==> src/shared/rcr_pkg.sv <==
// Purpose: shared constants for the regulator configuration register bank
// Assumes: 8-bit registers reached by decoded management-bus command codes
// Notes:   nonvolatile defaults and writable masks live here, one name each
package rcr_pkg;

  // data and command widths
  localparam int unsigned RCR_DW = 8;
  localparam int unsigned RCR_CW = 8;

  // command codes of the bank
  localparam logic [7:0] RCR_CMD_TRANSIENT = 8'hD9;
  localparam logic [7:0] RCR_CMD_MAX_CUR   = 8'hDA;
  localparam logic [7:0] RCR_CMD_BOOT      = 8'hDB;
  localparam logic [7:0] RCR_CMD_FREQ_SS   = 8'hDC;
  localparam logic [7:0] RCR_CMD_SLEW_MODE = 8'hDD;
  localparam logic [7:0] RCR_CMD_RAMP      = 8'hDE;

  // nonvolatile defaults
  localparam logic [7:0] RCR_NVM_TRANSIENT = 8'h77;
  localparam logic [7:0] RCR_NVM_MAX_CUR   = 8'h78;
  localparam logic [7:0] RCR_NVM_BOOT      = 8'h97;
  localparam logic [7:0] RCR_NVM_FREQ_SS   = 8'h20;
  localparam logic [7:0] RCR_NVM_SLEW_MODE = 8'h89;
  localparam logic [7:0] RCR_NVM_RAMP      = 8'h06;

  // writable bit masks, reserved bits cleared
  localparam logic [7:0] RCR_MASK_TRANSIENT = 8'h77;
  localparam logic [7:0] RCR_MASK_MAX_CUR   = 8'hFF;
  localparam logic [7:0] RCR_MASK_BOOT      = 8'hFF;
  localparam logic [7:0] RCR_MASK_FREQ_SS   = 8'hF3;
  localparam logic [7:0] RCR_MASK_SLEW_MODE = 8'hFF;
  localparam logic [7:0] RCR_MASK_RAMP      = 8'h07;

  // field positions
  localparam int unsigned RCR_UCT_LSB   = 4;
  localparam int unsigned RCR_OCT_LSB   = 0;
  localparam int unsigned RCR_FSW_LSB   = 4;
  localparam int unsigned RCR_SSD_LSB   = 0;
  localparam int unsigned RCR_VTS_BIT   = 7;
  localparam int unsigned RCR_PPS_BIT   = 6;
  localparam int unsigned RCR_PSE_BIT   = 4;
  localparam int unsigned RCR_FLL_BIT   = 3;
  localparam int unsigned RCR_SLEW_LSB  = 0;
  localparam int unsigned RCR_RAMP_LSB  = 0;

  // slew in 0.01 mV/us units, fast-slew adder
  localparam logic [9:0] RCR_FAST_SLEW_ADD = 10'h088;
  // trim step in mV per table
  localparam logic [3:0] RCR_TRIM_OLD_MV = 4'h5;
  localparam logic [3:0] RCR_TRIM_NEW_MV = 4'hA;

endpackage

==> src/logic/rcr_cfg_reg.sv <==
// Purpose: one 8-bit configuration register with strap or stored default
// Assumes: load_default pulses once after reset release
// Notes:   reserved bits are masked on load and write, so they read zero
`timescale 1ns/1ps
module rcr_cfg_reg #(
  parameter int unsigned W = 8
) (
  input  wire logic         clk,          // system clock
  input  wire logic         reset_n,      // async reset, active low
  input  wire logic         load_default, // take default value
  input  wire logic [W-1:0] default_val,  // strap or stored default
  input  wire logic         wr_en,        // host write strobe
  input  wire logic [W-1:0] wr_data,      // host write data
  input  wire logic [W-1:0] mask,         // writable bits
  output logic      [W-1:0] q             // register contents
);

  logic [W-1:0] val_q;
  logic [W-1:0] val_d;

  // host write wins over the default load
  always_comb
  begin
    val_d = val_q;
    if (wr_en)
    begin
      val_d = wr_data & mask;
    end
    else if (load_default)
    begin
      val_d = default_val & mask;
    end
  end

  // storage
  always_ff @(posedge clk or negedge reset_n)
  begin
    if (!reset_n)
    begin
      val_q <= '0;
    end
    else
    begin
      val_q <= val_d;
    end
  end

  assign q = val_q;

endmodule

==> src/logic/rcr_top.sv <==
// Purpose: configuration register bank of a multiphase buck controller
// Assumes: management-bus framing decoded upstream into command strobes
// Notes:   decoded settings are registered outputs, one cycle behind the bank
`timescale 1ns/1ps

// Functional notes
// - undershoot field 6:4 picks 20..140 mV; code 111 turns it off
// - overshoot field 2:0 picks 30..140 mV thresholds
// - full max-current byte is the operating current limit in amperes
// - boot byte is a VID code read through the selected table
// - frequency field 7:4 decodes 300..1000 kHz plus half-step codes
// - soft-start rate is slew divided by 1, 2, 4 or 8
// - written frequency/soft-start register overrides the freq/current strap
// - slew/mode bit 7 selects old (1) or new (0) VID table
// - bit 6 pairs phases 1/3 and 2/4 when set
// - bit 5 stores writes but steers nothing
// - bit 4 enables dynamic phase shedding
// - bit 3 selects a flat load line
// - slew field 2:0 picks 0.34..2.74 mV/us
// - written slew/mode register overrides the slew/mode strap
// - ramp field picks 20..120 mV in 20 mV steps, 110 gives 160, 111 gives 200
// - written ramp register overrides the ramp strap
// - slew/mode starts from strap, or 89h from stored defaults
// - boot register starts from strap, or 97h from stored defaults
// - trim step is 5 mV with old table, 10 mV with new
// - fast-slew option adds 1.36 mV/us to the selected slew
module rcr_top
  import rcr_pkg::*;
(
  input  wire logic                 CLK,               // 20 MHz clock
  input  wire logic                 RESET_N,           // async reset, active low
  input  wire logic                 NVM_DEFAULTS,      // 1: stored defaults, 0: straps
  input  wire logic [rcr_pkg::RCR_DW-1:0] STRAP_TRANSIENT, // strap-decoded thresholds
  input  wire logic [rcr_pkg::RCR_DW-1:0] STRAP_MAX_CUR,   // freq_current_strap_pin current
  input  wire logic [rcr_pkg::RCR_DW-1:0] STRAP_BOOT,      // boot strap code
  input  wire logic [rcr_pkg::RCR_DW-1:0] STRAP_FREQ_SS,   // freq_current_strap_pin freq/ss
  input  wire logic [rcr_pkg::RCR_DW-1:0] STRAP_SLEW_MODE, // slew/mode strap
  input  wire logic [rcr_pkg::RCR_DW-1:0] STRAP_RAMP,      // limit_sawtooth_strap_pin ramp
  input  wire logic                 FAST_SLEW_EN,      // fast-slew option level
  input  wire logic [rcr_pkg::RCR_CW-1:0] CMD_CODE,        // command code
  input  wire logic                 WR_STB,            // write request pulse
  input  wire logic [rcr_pkg::RCR_DW-1:0] WR_DATA,         // write byte
  input  wire logic                 RD_STB,            // read request pulse
  output logic      [rcr_pkg::RCR_DW-1:0] RD_DATA,         // read byte, registered
  output logic                      RD_VALID,          // read data valid pulse
  output logic                      CMD_NACK,          // unmapped code, combinational
  output logic      [7:0]           UNDERSHOOT_CUT_THRESHOLD, // mV
  output logic                      UNDERSHOOT_CUT_ENABLE,    // undershoot reduction on
  output logic      [7:0]           OVERSHOOT_CUT_THRESHOLD,  // mV
  output logic      [7:0]           MAX_LOAD_CURRENT,         // amperes
  output logic      [7:0]           STARTUP_VOLTAGE_CODE,     // VID code
  output logic      [9:0]           SWITCH_FREQUENCY_SEL,     // kHz
  output logic      [9:0]           SOFTSTART_RATE,           // 0.01 mV/us
  output logic      [1:0]           SOFTSTART_RATE_DIVIDER,   // log2 of divisor
  output logic                      VID_TABLE_SELECT,         // 1 old table
  output logic                      PHASE_PAIRING_SELECT,     // 1 paired phases
  output logic                      PHASE_SHED_ENABLE,        // shedding on
  output logic                      FLAT_LOADLINE_SELECT,     // zero load line
  output logic      [9:0]           OUTPUT_SLEW_RATE,         // 0.01 mV/us
  output logic      [7:0]           RAMP_HEIGHT,              // mV peak to peak
  output logic      [3:0]           TRIM_STEP                 // mV per trim lsb
);
  import rcr_pkg::*;

  localparam int unsigned NREG = 6;

  // register index order
  localparam logic [RCR_CW-1:0] CMD_TAB [NREG] = '{
    RCR_CMD_TRANSIENT, RCR_CMD_MAX_CUR, RCR_CMD_BOOT,
    RCR_CMD_FREQ_SS, RCR_CMD_SLEW_MODE, RCR_CMD_RAMP};
  localparam logic [RCR_DW-1:0] NVM_TAB [NREG] = '{
    RCR_NVM_TRANSIENT, RCR_NVM_MAX_CUR, RCR_NVM_BOOT,
    RCR_NVM_FREQ_SS, RCR_NVM_SLEW_MODE, RCR_NVM_RAMP};
  localparam logic [RCR_DW-1:0] MASK_TAB [NREG] = '{
    RCR_MASK_TRANSIENT, RCR_MASK_MAX_CUR, RCR_MASK_BOOT,
    RCR_MASK_FREQ_SS, RCR_MASK_SLEW_MODE, RCR_MASK_RAMP};

  logic [RCR_DW-1:0] strap_vec [NREG];
  logic [RCR_DW-1:0] reg_q     [NREG];
  logic [NREG-1:0]   hit;
  logic              loaded_q;
  logic              loaded_d;

  // strap values in register index order
  assign strap_vec[0] = STRAP_TRANSIENT;
  assign strap_vec[1] = STRAP_MAX_CUR;
  assign strap_vec[2] = STRAP_BOOT;
  assign strap_vec[3] = STRAP_FREQ_SS;
  assign strap_vec[4] = STRAP_SLEW_MODE;
  assign strap_vec[5] = STRAP_RAMP;

  // one-shot default load on the first edge after reset release
  always_comb
  begin
    loaded_d = 1'b1;
  end

  always_ff @(posedge CLK or negedge RESET_N)
  begin
    if (!RESET_N)
    begin
      loaded_q <= 1'b0;
    end
    else
    begin
      loaded_q <= loaded_d;
    end
  end

  // register bank; a host write overrides whatever default was loaded
  for (genvar i = 0; i < NREG; i++)
  begin : g_reg
    assign hit[i] = (CMD_CODE == CMD_TAB[i]);
    rcr_cfg_reg #(
      .W (RCR_DW)
    ) u_reg (
      .clk          (CLK),
      .reset_n      (RESET_N),
      .load_default (!loaded_q),
      .default_val  (NVM_DEFAULTS ? NVM_TAB[i] : strap_vec[i]),
      .wr_en        (WR_STB && hit[i]),
      .wr_data      (WR_DATA),
      .mask         (MASK_TAB[i]),
      .q            (reg_q[i])
    );
  end

  // unmapped command answered at once
  assign CMD_NACK = (WR_STB || RD_STB) && (hit == '0);

  // read path state
  logic [RCR_DW-1:0] rd_data_q;
  logic [RCR_DW-1:0] rd_data_d;
  logic              rd_valid_q;
  logic              rd_valid_d;

  // read mux; reads have no side effect on any register
  always_comb
  begin
    rd_data_d  = rd_data_q;
    rd_valid_d = 1'b0;
    if (RD_STB && (hit != '0))
    begin
      rd_valid_d = 1'b1;
      rd_data_d  = '0;
      for (int k = 0; k < NREG; k++)
      begin
        if (hit[k])
        begin
          rd_data_d = reg_q[k];
        end
      end
    end
  end

  always_ff @(posedge CLK or negedge RESET_N)
  begin
    if (!RESET_N)
    begin
      rd_data_q  <= '0;
      rd_valid_q <= 1'b0;
    end
    else
    begin
      rd_data_q  <= rd_data_d;
      rd_valid_q <= rd_valid_d;
    end
  end

  assign RD_DATA  = rd_data_q;
  assign RD_VALID = rd_valid_q;

  // field views
  logic [2:0] uct_f;
  logic [2:0] oct_f;
  logic [3:0] fsw_f;
  logic [1:0] ssd_f;
  logic [2:0] slew_f;
  logic [2:0] ramp_f;
  logic [7:0] smode;

  assign uct_f  = reg_q[0][RCR_UCT_LSB +: 3];
  assign oct_f  = reg_q[0][RCR_OCT_LSB +: 3];
  assign fsw_f  = reg_q[3][RCR_FSW_LSB +: 4];
  assign ssd_f  = reg_q[3][RCR_SSD_LSB +: 2];
  assign smode  = reg_q[4];
  assign slew_f = smode[RCR_SLEW_LSB +: 3];
  assign ramp_f = reg_q[5][RCR_RAMP_LSB +: 3];

  // decoded settings
  logic [7:0] uct_d,  uct_q;
  logic       uce_d,  uce_q;
  logic [7:0] oct_d,  oct_q;
  logic [9:0] fsw_d,  fsw_q;
  logic [9:0] slew_d, slew_q;
  logic [9:0] ssr_d,  ssr_q;
  logic [7:0] ramp_d, ramp_q;
  logic [3:0] trim_d, trim_q;

  // decode of the threshold, frequency, slew and ramp fields
  always_comb
  begin
    uce_d = 1'b1;
    unique case (uct_f)
      3'h0: uct_d = 8'h14;
      3'h1: uct_d = 8'h1E;
      3'h2: uct_d = 8'h3C;
      3'h3: uct_d = 8'h50;
      3'h4: uct_d = 8'h64;
      3'h5: uct_d = 8'h78;
      3'h6: uct_d = 8'h8C;
      3'h7:
      begin
        uct_d = 8'h00;
        uce_d = 1'b0;
      end
    endcase
    unique case (oct_f)
      3'h0: oct_d = 8'h1E;
      3'h1: oct_d = 8'h28;
      3'h2: oct_d = 8'h3C;
      3'h3: oct_d = 8'h50;
      3'h4: oct_d = 8'h64;
      3'h5: oct_d = 8'h78;
      3'h6: oct_d = 8'h8C;
      3'h7: oct_d = 8'h8C;
    endcase
    unique case (fsw_f)
      4'h0: fsw_d = 10'h12C;
      4'h1: fsw_d = 10'h190;
      4'h2: fsw_d = 10'h1F4;
      4'h3: fsw_d = 10'h258;
      4'h4: fsw_d = 10'h2BC;
      4'h5: fsw_d = 10'h320;
      4'h6: fsw_d = 10'h384;
      4'h7: fsw_d = 10'h3E8;
      4'h8: fsw_d = 10'h15E;
      4'h9: fsw_d = 10'h1C2;
      4'hA: fsw_d = 10'h226;
      4'hB: fsw_d = 10'h28A;
      4'hC: fsw_d = 10'h2EE;
      4'hD: fsw_d = 10'h352;
      4'hE: fsw_d = 10'h3B6;
      4'hF: fsw_d = 10'h3E8;
    endcase
    unique case (slew_f)
      3'h0: slew_d = 10'h022;
      3'h1: slew_d = 10'h044;
      3'h2: slew_d = 10'h066;
      3'h3: slew_d = 10'h088;
      3'h4: slew_d = 10'h0AA;
      3'h5: slew_d = 10'h0CC;
      3'h6: slew_d = 10'h0EE;
      3'h7: slew_d = 10'h112;
    endcase
    if (FAST_SLEW_EN)
    begin
      slew_d = slew_d + RCR_FAST_SLEW_ADD;
    end
    ssr_d = slew_d >> ssd_f;
    unique case (ramp_f)
      3'h0: ramp_d = 8'h14;
      3'h1: ramp_d = 8'h28;
      3'h2: ramp_d = 8'h3C;
      3'h3: ramp_d = 8'h50;
      3'h4: ramp_d = 8'h64;
      3'h5: ramp_d = 8'h78;
      3'h6: ramp_d = 8'hA0;
      3'h7: ramp_d = 8'hC8;
    endcase
    trim_d = smode[RCR_VTS_BIT] ? RCR_TRIM_OLD_MV : RCR_TRIM_NEW_MV;
  end

  // decoded settings registered for clean outputs
  always_ff @(posedge CLK or negedge RESET_N)
  begin
    if (!RESET_N)
    begin
      uct_q  <= '0;
      uce_q  <= 1'b0;
      oct_q  <= '0;
      fsw_q  <= '0;
      slew_q <= '0;
      ssr_q  <= '0;
      ramp_q <= '0;
      trim_q <= '0;
    end
    else
    begin
      uct_q  <= uct_d;
      uce_q  <= uce_d;
      oct_q  <= oct_d;
      fsw_q  <= fsw_d;
      slew_q <= slew_d;
      ssr_q  <= ssr_d;
      ramp_q <= ramp_d;
      trim_q <= trim_d;
    end
  end

  // mode bits, soft-start divider field and whole-byte settings straight from the bank
  assign MAX_LOAD_CURRENT       = reg_q[1];
  assign STARTUP_VOLTAGE_CODE   = reg_q[2];
  assign VID_TABLE_SELECT       = smode[RCR_VTS_BIT];
  assign PHASE_PAIRING_SELECT   = smode[RCR_PPS_BIT];
  assign PHASE_SHED_ENABLE      = smode[RCR_PSE_BIT];
  assign FLAT_LOADLINE_SELECT   = smode[RCR_FLL_BIT];
  assign SOFTSTART_RATE_DIVIDER = ssd_f;

  // decoded outputs
  assign UNDERSHOOT_CUT_THRESHOLD = uct_q;
  assign UNDERSHOOT_CUT_ENABLE    = uce_q;
  assign OVERSHOOT_CUT_THRESHOLD  = oct_q;
  assign SWITCH_FREQUENCY_SEL     = fsw_q;
  assign OUTPUT_SLEW_RATE         = slew_q;
  assign SOFTSTART_RATE           = ssr_q;
  assign RAMP_HEIGHT              = ramp_q;
  assign TRIM_STEP                = trim_q;

endmodule

==> config.mk <==
export PLATFORM = sky130hd
export DESIGN_NAME = rcr_top
export DESIGN_NICKNAME = d
export VERILOG_FILES = /design/src/shared/rcr_pkg.sv /design/src/logic/rcr_cfg_reg.sv /design/src/logic/rcr_top.sv
export SDC_FILE = /design/constraint.sdc
export NUM_CORES = 1
export LEC_CHECK = 0
export ABC_AREA = 0
export BUFFER_PORTS_ARGS = -buffer_cell sky130_fd_sc_hd__clkbuf_2
export CORE_MARGIN = 4
export CORE_UTILIZATION = 47
export CTS_CLUSTER_DIAMETER = 60
export CTS_CLUSTER_SIZE = 30
export DETAILED_ROUTE_END_ITERATION = 16
export HOLD_SLACK_MARGIN = 0.12
export PLACE_DENSITY = 0.77
export SLEW_MARGIN = 5
export SYNTH_ARGS = -nofsm -noshare
export SYNTH_HDL_FRONTEND = slang
export SYNTH_SLANG_ARGS = --single-unit
==> constraint.sdc <==
create_clock -name CLK -period 2.4 [get_ports CLK]
set_input_delay 0.48 -clock CLK [delete_from_list [all_inputs] [get_ports CLK]]
set_output_delay 0.48 -clock CLK [all_outputs]
set_load 0.005 [all_outputs]
* After elaboration in Yosys (flattened, before gate mapping)
Memories as Yosys holds them, arrays and structs flattened. A register that Yosys moved wholly into a read port is not among the register bits.
Index checks and enable logic that the tools add are counted.
** Word-level totals
- Register bits :: 117
- ROM bits :: 312
- Input bits :: 70
- Output and inout port bits :: 91
- Logic and storage cells :: 86
- Memories kept :: 4
** Cells by class
- $add $sub $neg :: 1
- Equality and inequality tests :: 19
- Shift-type cells :: 1
- Multiplexer cells :: 29
- Reduce and logical (&&, ||, !) cells :: 15
** Memories
- (name not given) :: words 16, bits a word 9, rd ports 1, clocked after memory_dff 1, wr ports 0, line rcr_top.sv:228 : unique case (fsw_f)
- (name not given) :: words 8, bits a word 8, rd ports 1, clocked after memory_dff 0, wr ports 0, line rcr_top.sv:246 : unique case (slew_f)
- (name not given) :: words 8, bits a word 7, rd ports 1, clocked after memory_dff 1, wr ports 0, line rcr_top.sv:218 : unique case (oct_f)
- (name not given) :: words 8, bits a word 6, rd ports 1, clocked after memory_dff 1, wr ports 0, line rcr_top.sv:261 : unique case (ramp_f)
** Operators by type and width (count)
- $mux 8 :: 22
- $pmux 8 s8 :: 1
- $eq 8x8->1 const B :: 6
- $eq 3x3->1 const B :: 4
- $ne 2x1->1 const B :: 6
- $add 10x8->10 const B :: 1
- $mux 10 :: 1
- $shr 10x2->10 :: 1
- $logic_and 1x1->1 :: 8
- $mux 7 :: 1
- $eq 3x2->1 const B :: 2
- $logic_not 6->1 :: 1
- $reduce_bool 6->1 :: 1
- $mux 4 :: 1
- $eq 3x1->1 const B :: 1
- $logic_not 1->1 :: 3
- $logic_not 3->1 :: 1
- $mux 3 :: 1
- $mux 1 :: 2
- $logic_or 1x1->1 :: 1

* Depth between registers and ports, before layout
- Depth in word-level cells :: 7
- Gate-level depth with buffers :: 8
- Mapped depth without buffers :: 8

* By module
A second synthesis with hierarchy kept.
** Unflattened totals
- Cells, all modules :: 650
- Area, all modules :: 6364.9 µm²
** Modules (own cells, without submodules)
- rcr_top :: instances 1, cells an instance 392, area an instance 3752.3 µm², seq. area each 1501.4 µm²
- rcr_cfg_reg :: instances 6, cells an instance 43, area an instance 435.4 µm², seq. area each 200.2 µm²

* Worst setup path before layout
Ideal clock, no wire load.
- Kind :: register -> register
- Start :: register g_reg[4].u_reg.val_q[0]
- End :: register ssr_q[4], in the netlist SOFTSTART_RATE[4]
- Setup time :: 0.138 ns
- Arrival :: 2.089 ns
- Data required time :: 2.262 ns
- Setup slack :: 0.173 ns
- Stages on the path, launching flop included :: 9
- Buffers on the path :: 0
- Clock period less this slack :: 2.227 ns
- Cell sequence :: dfrtp_1 -> ha_1 -> and2_1 -> nor2_4 -> ha_1 -> or3b_4 -> nand2_4 -> xnor2_2 -> mux4_2
** On the way
- Word-level cells in the longest chain between the ends :: 4
** Ends and longest elaborated chain
- from (decl) :: line rcr_cfg_reg.sv:18 : logic [W-1:0] val_q;
- from (signal assigned) :: line rcr_cfg_reg.sv:44 : val_q <= val_d;
- $mem_v2 8x8 *
- $add 10x8->10 :: line rcr_top.sv:258 : slew_d = slew_d + RCR_FAST_SLEW_ADD;
- $mux 10 * :: line rcr_top.sv:256 : if (FAST_SLEW_EN)
- net slew_d[7] :: line rcr_top.sv:195 : logic [9:0] slew_d, slew_q;
- $shr 10x2->10 * :: line rcr_top.sv:260 : ssr_d = slew_d >> ssd_f;
- net ssr_d[4] :: line rcr_top.sv:196 : logic [9:0] ssr_d, ssr_q;
- to (signal assigned) :: line rcr_top.sv:295 : ssr_q <= ssr_d;
- to (decl) :: line rcr_top.sv:196
Mark *: on every way through the listed nets, which the timed path passes. The rest lies on a longest branch.
A chain may end at the register's enable or synchronous reset.

* Worst setup path in the final report
- Start :: register g_reg[4].u_reg.val_q[0]
- End :: register ssr_q[6], in the netlist SOFTSTART_RATE[6]
Same word-level chain as after synthesis.

==> impl_metrics.tcl <==
set metrics [dict create \
    grt_remaining_overflow 0 \
    synth_top_area_cell "sky130_fd_sc_hd__dfrtp_1" \
    root_buffer "sky130_fd_sc_hd__clkbuf_16" \
    hold_path.startpoint "WR_DATA[3]" \
    period_needed_ns 2.286 \
    transition_time_of_the_tightest_slew_check_pin_ns 0.7920 \
    critPathArrivalTime_ns 2.50 \
    area.growth.synth_to_final_pct 21.09 \
    floorplan.rows 38 \
    gp_congestion 0.8729 \
    adder_and_majority_gate_portion_of_the_synthesized_area 0.05930 \
    detail_route.first_pass.iterations 5 \
    rsz_0062_raised_after_global_routing "no" \
    final_antenna_net_count 0 \
    run_status "finished clean" \
    numCtsBuffers 9 \
    fin_setup_tns_ns 0 \
    powerDensity_nw_per_um2 661.0 \
    number_of_antenna_violations_at_the_first_check_in_global_routing 0 \
    synth_cells 537 \
    synthArstFlopShare 1.000 \
    clock_skew_ns 0.01139 \
    regToRegStartpoint "g_reg[4].u_reg.q[0]" \
    vias_in_the_first_global_route 4359 \
    synth_seq_cells 99 \
    report.final.setup_viol 0 \
    synth_top_cells_by_area "sky130_fd_sc_hd__dfrtp_1 47%, sky130_fd_sc_hd__ha_1 5.9%, sky130_fd_sc_hd__a21oi_1 5.0%" \
    dominantRegCellSynth "sky130_fd_sc_hd__dfrtp_1" \
    critical_path_required_ns 2.61 \
    power.leakage_nw 3.131 \
    crit_path_start_kind "flip-flop" \
    initial_core_util 0.4824 \
    tritoncts_num_sinks 99 \
    post_synth_and_or_nand_nor_area_fraction 0.1665 \
    path_depth_of_the_worst_reg2reg_path 8 \
    synth.lib_cells_used.distinct 57 \
    syn-cell-area_sq_um 5275 \
    clock_path_buffers 2 \
    fmax_mhz 437.5 \
    design.die.area_sq_um 12980 \
    boundaryPins 161 \
    main_combinational_cell_family_by_area_after_synthesis "simple AND/OR/NAND/NOR gates" \
    timing.critical_path.from "g_reg[4].u_reg.q[0]" \
    dr.first_iter.drc_count 332 \
    worst_skew_pair.late_latency_ns 0.35 \
    htree_num_levels 3 \
    finalHoldViolations 0 \
    standard_cell_core_area_sq_um 10940 \
    ys.warnings.count 0 \
    max-cap-violations 0 \
    synthMuxAreaShare 0.1041 \
    synth_area_per_cell_sq_um 9.823 \
    design.final.nets 761 \
    detail_route.vias_per_cell 5.388 \
    cp_max_fo 5 \
    post_drt_wl_per_cell_um 16.75 \
    grt.total_usage 0.2179 \
    io_buffers 145 \
    timing.critical_path.to_type "flip-flop" \
    post-cts-setup-buffer-count 0 \
    clock_slew_at_reported_path_ffs_ns 0.07 \
    synth_seq_area_share 0.4696 \
    post_synth_edffs 0 \
    die_height_um 113.9 \
    hold_depth 3 \
    slew_headroom 0.4720 \
    synth_compound_area_frac 0.1331 \
    cts_tree "built" \
    yosys.area_share.xor_xnor 0.006404 \
    path_class "flip-flop to flip-flop" \
    vdd_ir_drop_max_mv 0.3318 \
    dp_hpwl_mm 10.21 \
    drt_wl_total_mm 13.59 \
    core_utilization_of_the_finished_layout 0.5841 \
    worst_hold_path_type "input port to flip-flop" \
    vias 4370 \
    synth_top_area_share 0.4696 \
    global_route_wire_length_before_repair_mm 22.36 \
    largest_net_degree_at_the_start_of_global_routing 45 \
    drc 0 \
    final_layout_size_suffix_gt1_frac 0.2832 \
    period_share 0.9524 \
    num_antenna_cells 0 \
    regToRegSetupSlack_ns 0.11 \
    die_w_um 113.9 \
    final_number_of_max_transition_violations 0 \
]
## layout make-up
type                            count  area [sq um]
Tap cell                          140         175.2
Clock buffer                       11         232.7
Inverter                           24         90.09
Timing Repair Buffer              158         840.8
Multi-Input combinational cell    374          2505
Sequential cell                    99          2480
Fill cell                         953          4548
Clock inverter                      5         63.81
## cells by family (layout without fill, tap and decap cells)
| kind of cell | Yosys count | in the layout |
|---|---|---|
| simple gates | 169 | 169 |
| buf+inv | 69 | 198 |
| mux | 48 | 48 |
| compound gates | 122 | 122 |
| flops | 99 | 99 |
| fa+ha+maj | 25 | 25 |
| other cells | 2 | 7 |
| xor+xnor | 3 | 3 |
## flip-flops by register name (all words and copies together) (netlist names)
signal,flops
UNDERSHOOT_CUT_THRESHOLD,7
OUTPUT_SLEW_RATE,8
RAMP_HEIGHT,6
loaded_q,1
SWITCH_FREQUENCY_SEL,9
g.u_reg.q,39
TRIM_STEP,2
UNDERSHOOT_CUT_ENABLE,1
RD_VALID,1
RD_DATA,8
OVERSHOOT_CUT_THRESHOLD,7
SOFTSTART_RATE,10
## worst paths after layout
path / end
max reg2reg: SOFTSTART_RATE[6]
max: SOFTSTART_RATE[6]
min reg2reg: TRIM_STEP[2]
min in group asynchronous: g_reg[4].u_reg.q[7]
max in group asynchronous: SOFTSTART_RATE[9]
min: g_reg[2].u_reg.q[3]
## synth_stat cells (5+ instances only)
cell type,number
sky130_fd_sc_hd__a21oi_1,53
sky130_fd_sc_hd__a22oi_1,5
sky130_fd_sc_hd__and3_1,7
sky130_fd_sc_hd__buf_2,8
sky130_fd_sc_hd__buf_4,10
sky130_fd_sc_hd__clkbuf_1,25
sky130_fd_sc_hd__dfrtp_1,99
sky130_fd_sc_hd__ha_1,25
sky130_fd_sc_hd__inv_1,21
sky130_fd_sc_hd__mux2_1,21
sky130_fd_sc_hd__mux2i_1,20
sky130_fd_sc_hd__nand2_1,37
sky130_fd_sc_hd__nand3_1,5
sky130_fd_sc_hd__nand4_1,6
sky130_fd_sc_hd__nor2_1,53
sky130_fd_sc_hd__nor2b_1,6
sky130_fd_sc_hd__nor3_1,12
sky130_fd_sc_hd__nor3b_1,20
sky130_fd_sc_hd__o21ai_0,16
sky130_fd_sc_hd__o21ai_1,21
## worst max-delay path, cell delays in order (launching register included)
cell                      delay [ns]
sky130_fd_sc_hd__dfrtp_1        0.43
sky130_fd_sc_hd__ha_1           0.25
sky130_fd_sc_hd__and2_1         0.20
sky130_fd_sc_hd__nor2_4         0.09
sky130_fd_sc_hd__ha_1           0.15
sky130_fd_sc_hd__or3b_4         0.40
sky130_fd_sc_hd__nand2_4        0.10
sky130_fd_sc_hd__xnor2_2        0.07
sky130_fd_sc_hd__mux4_2         0.46
## power by group
part / switching, mW / internal (mW)
logic: 0.402 / 0.371
clock network: 0.626 / 0.815
registers: 0.154 / 1.85
## metrics by stage
step	setup slack (ns)	power, mW	hold WS [ns]	area [sq um]	std cells
2_1_floorplan	0.1731	2.434	0.1844	5294	542
3_3_place_gp	0.1640	2.791	0.4359	6077	794
3_5_place_dp	0.1376	2.817	0.4495	6077	794
4_1_cts	0.1213	4.256	0.3649	6384	811
5_1_grt	0.01771	4.449	0.3888	6387	811
6_report	0.1143	4.222	0.3898	6387	811
## cells in the final DEF, fill, tap and decap left out, types with 6 or more instances in the layout
| cell type | n |
|---|---|
| sky130_fd_sc_hd__o21ai_0 | 16 |
| sky130_fd_sc_hd__nor2_1 | 52 |
| sky130_fd_sc_hd__mux2i_1 | 20 |
| sky130_fd_sc_hd__clkbuf_16 | 9 |
| sky130_fd_sc_hd__a21oi_1 | 53 |
| sky130_fd_sc_hd__buf_4 | 12 |
| sky130_fd_sc_hd__nor3_1 | 12 |
| sky130_fd_sc_hd__nand2_1 | 37 |
| sky130_fd_sc_hd__and3_1 | 7 |
| sky130_fd_sc_hd__mux2_1 | 21 |
| sky130_fd_sc_hd__dfrtp_1 | 97 |
| sky130_fd_sc_hd__nor2b_1 | 6 |
| sky130_fd_sc_hd__inv_1 | 21 |
| sky130_fd_sc_hd__o21ai_1 | 21 |
| sky130_fd_sc_hd__ha_1 | 25 |
| sky130_fd_sc_hd__nand4_1 | 6 |
| sky130_fd_sc_hd__clkbuf_2 | 144 |
| sky130_fd_sc_hd__conb_1 | 7 |
| sky130_fd_sc_hd__nor3b_1 | 20 |
## repair_timing
item                                    4_1_cts  5_1_grt
endpoints found under the hold margin        32        0
endpoints found under the setup margin        0        1
hold buffers                                  1        0
resized for setup                             0        2
## metal layers
metal / share of wire / global-route usage / vias up / wire length, um
met3: 0.070 / 0.05623 / 18 / 957
li1: - / - / 2114 / -
met2: 0.46 / 0.3450 / 167 / 6292
met1: 0.44 / 0.2944 / 2071 / 6044
met5: 0 / 0 / - / 0
met4: 0.022 / 0.06968 / 0 / 293
No activity file was read; power rests on OpenSTA's default activity.
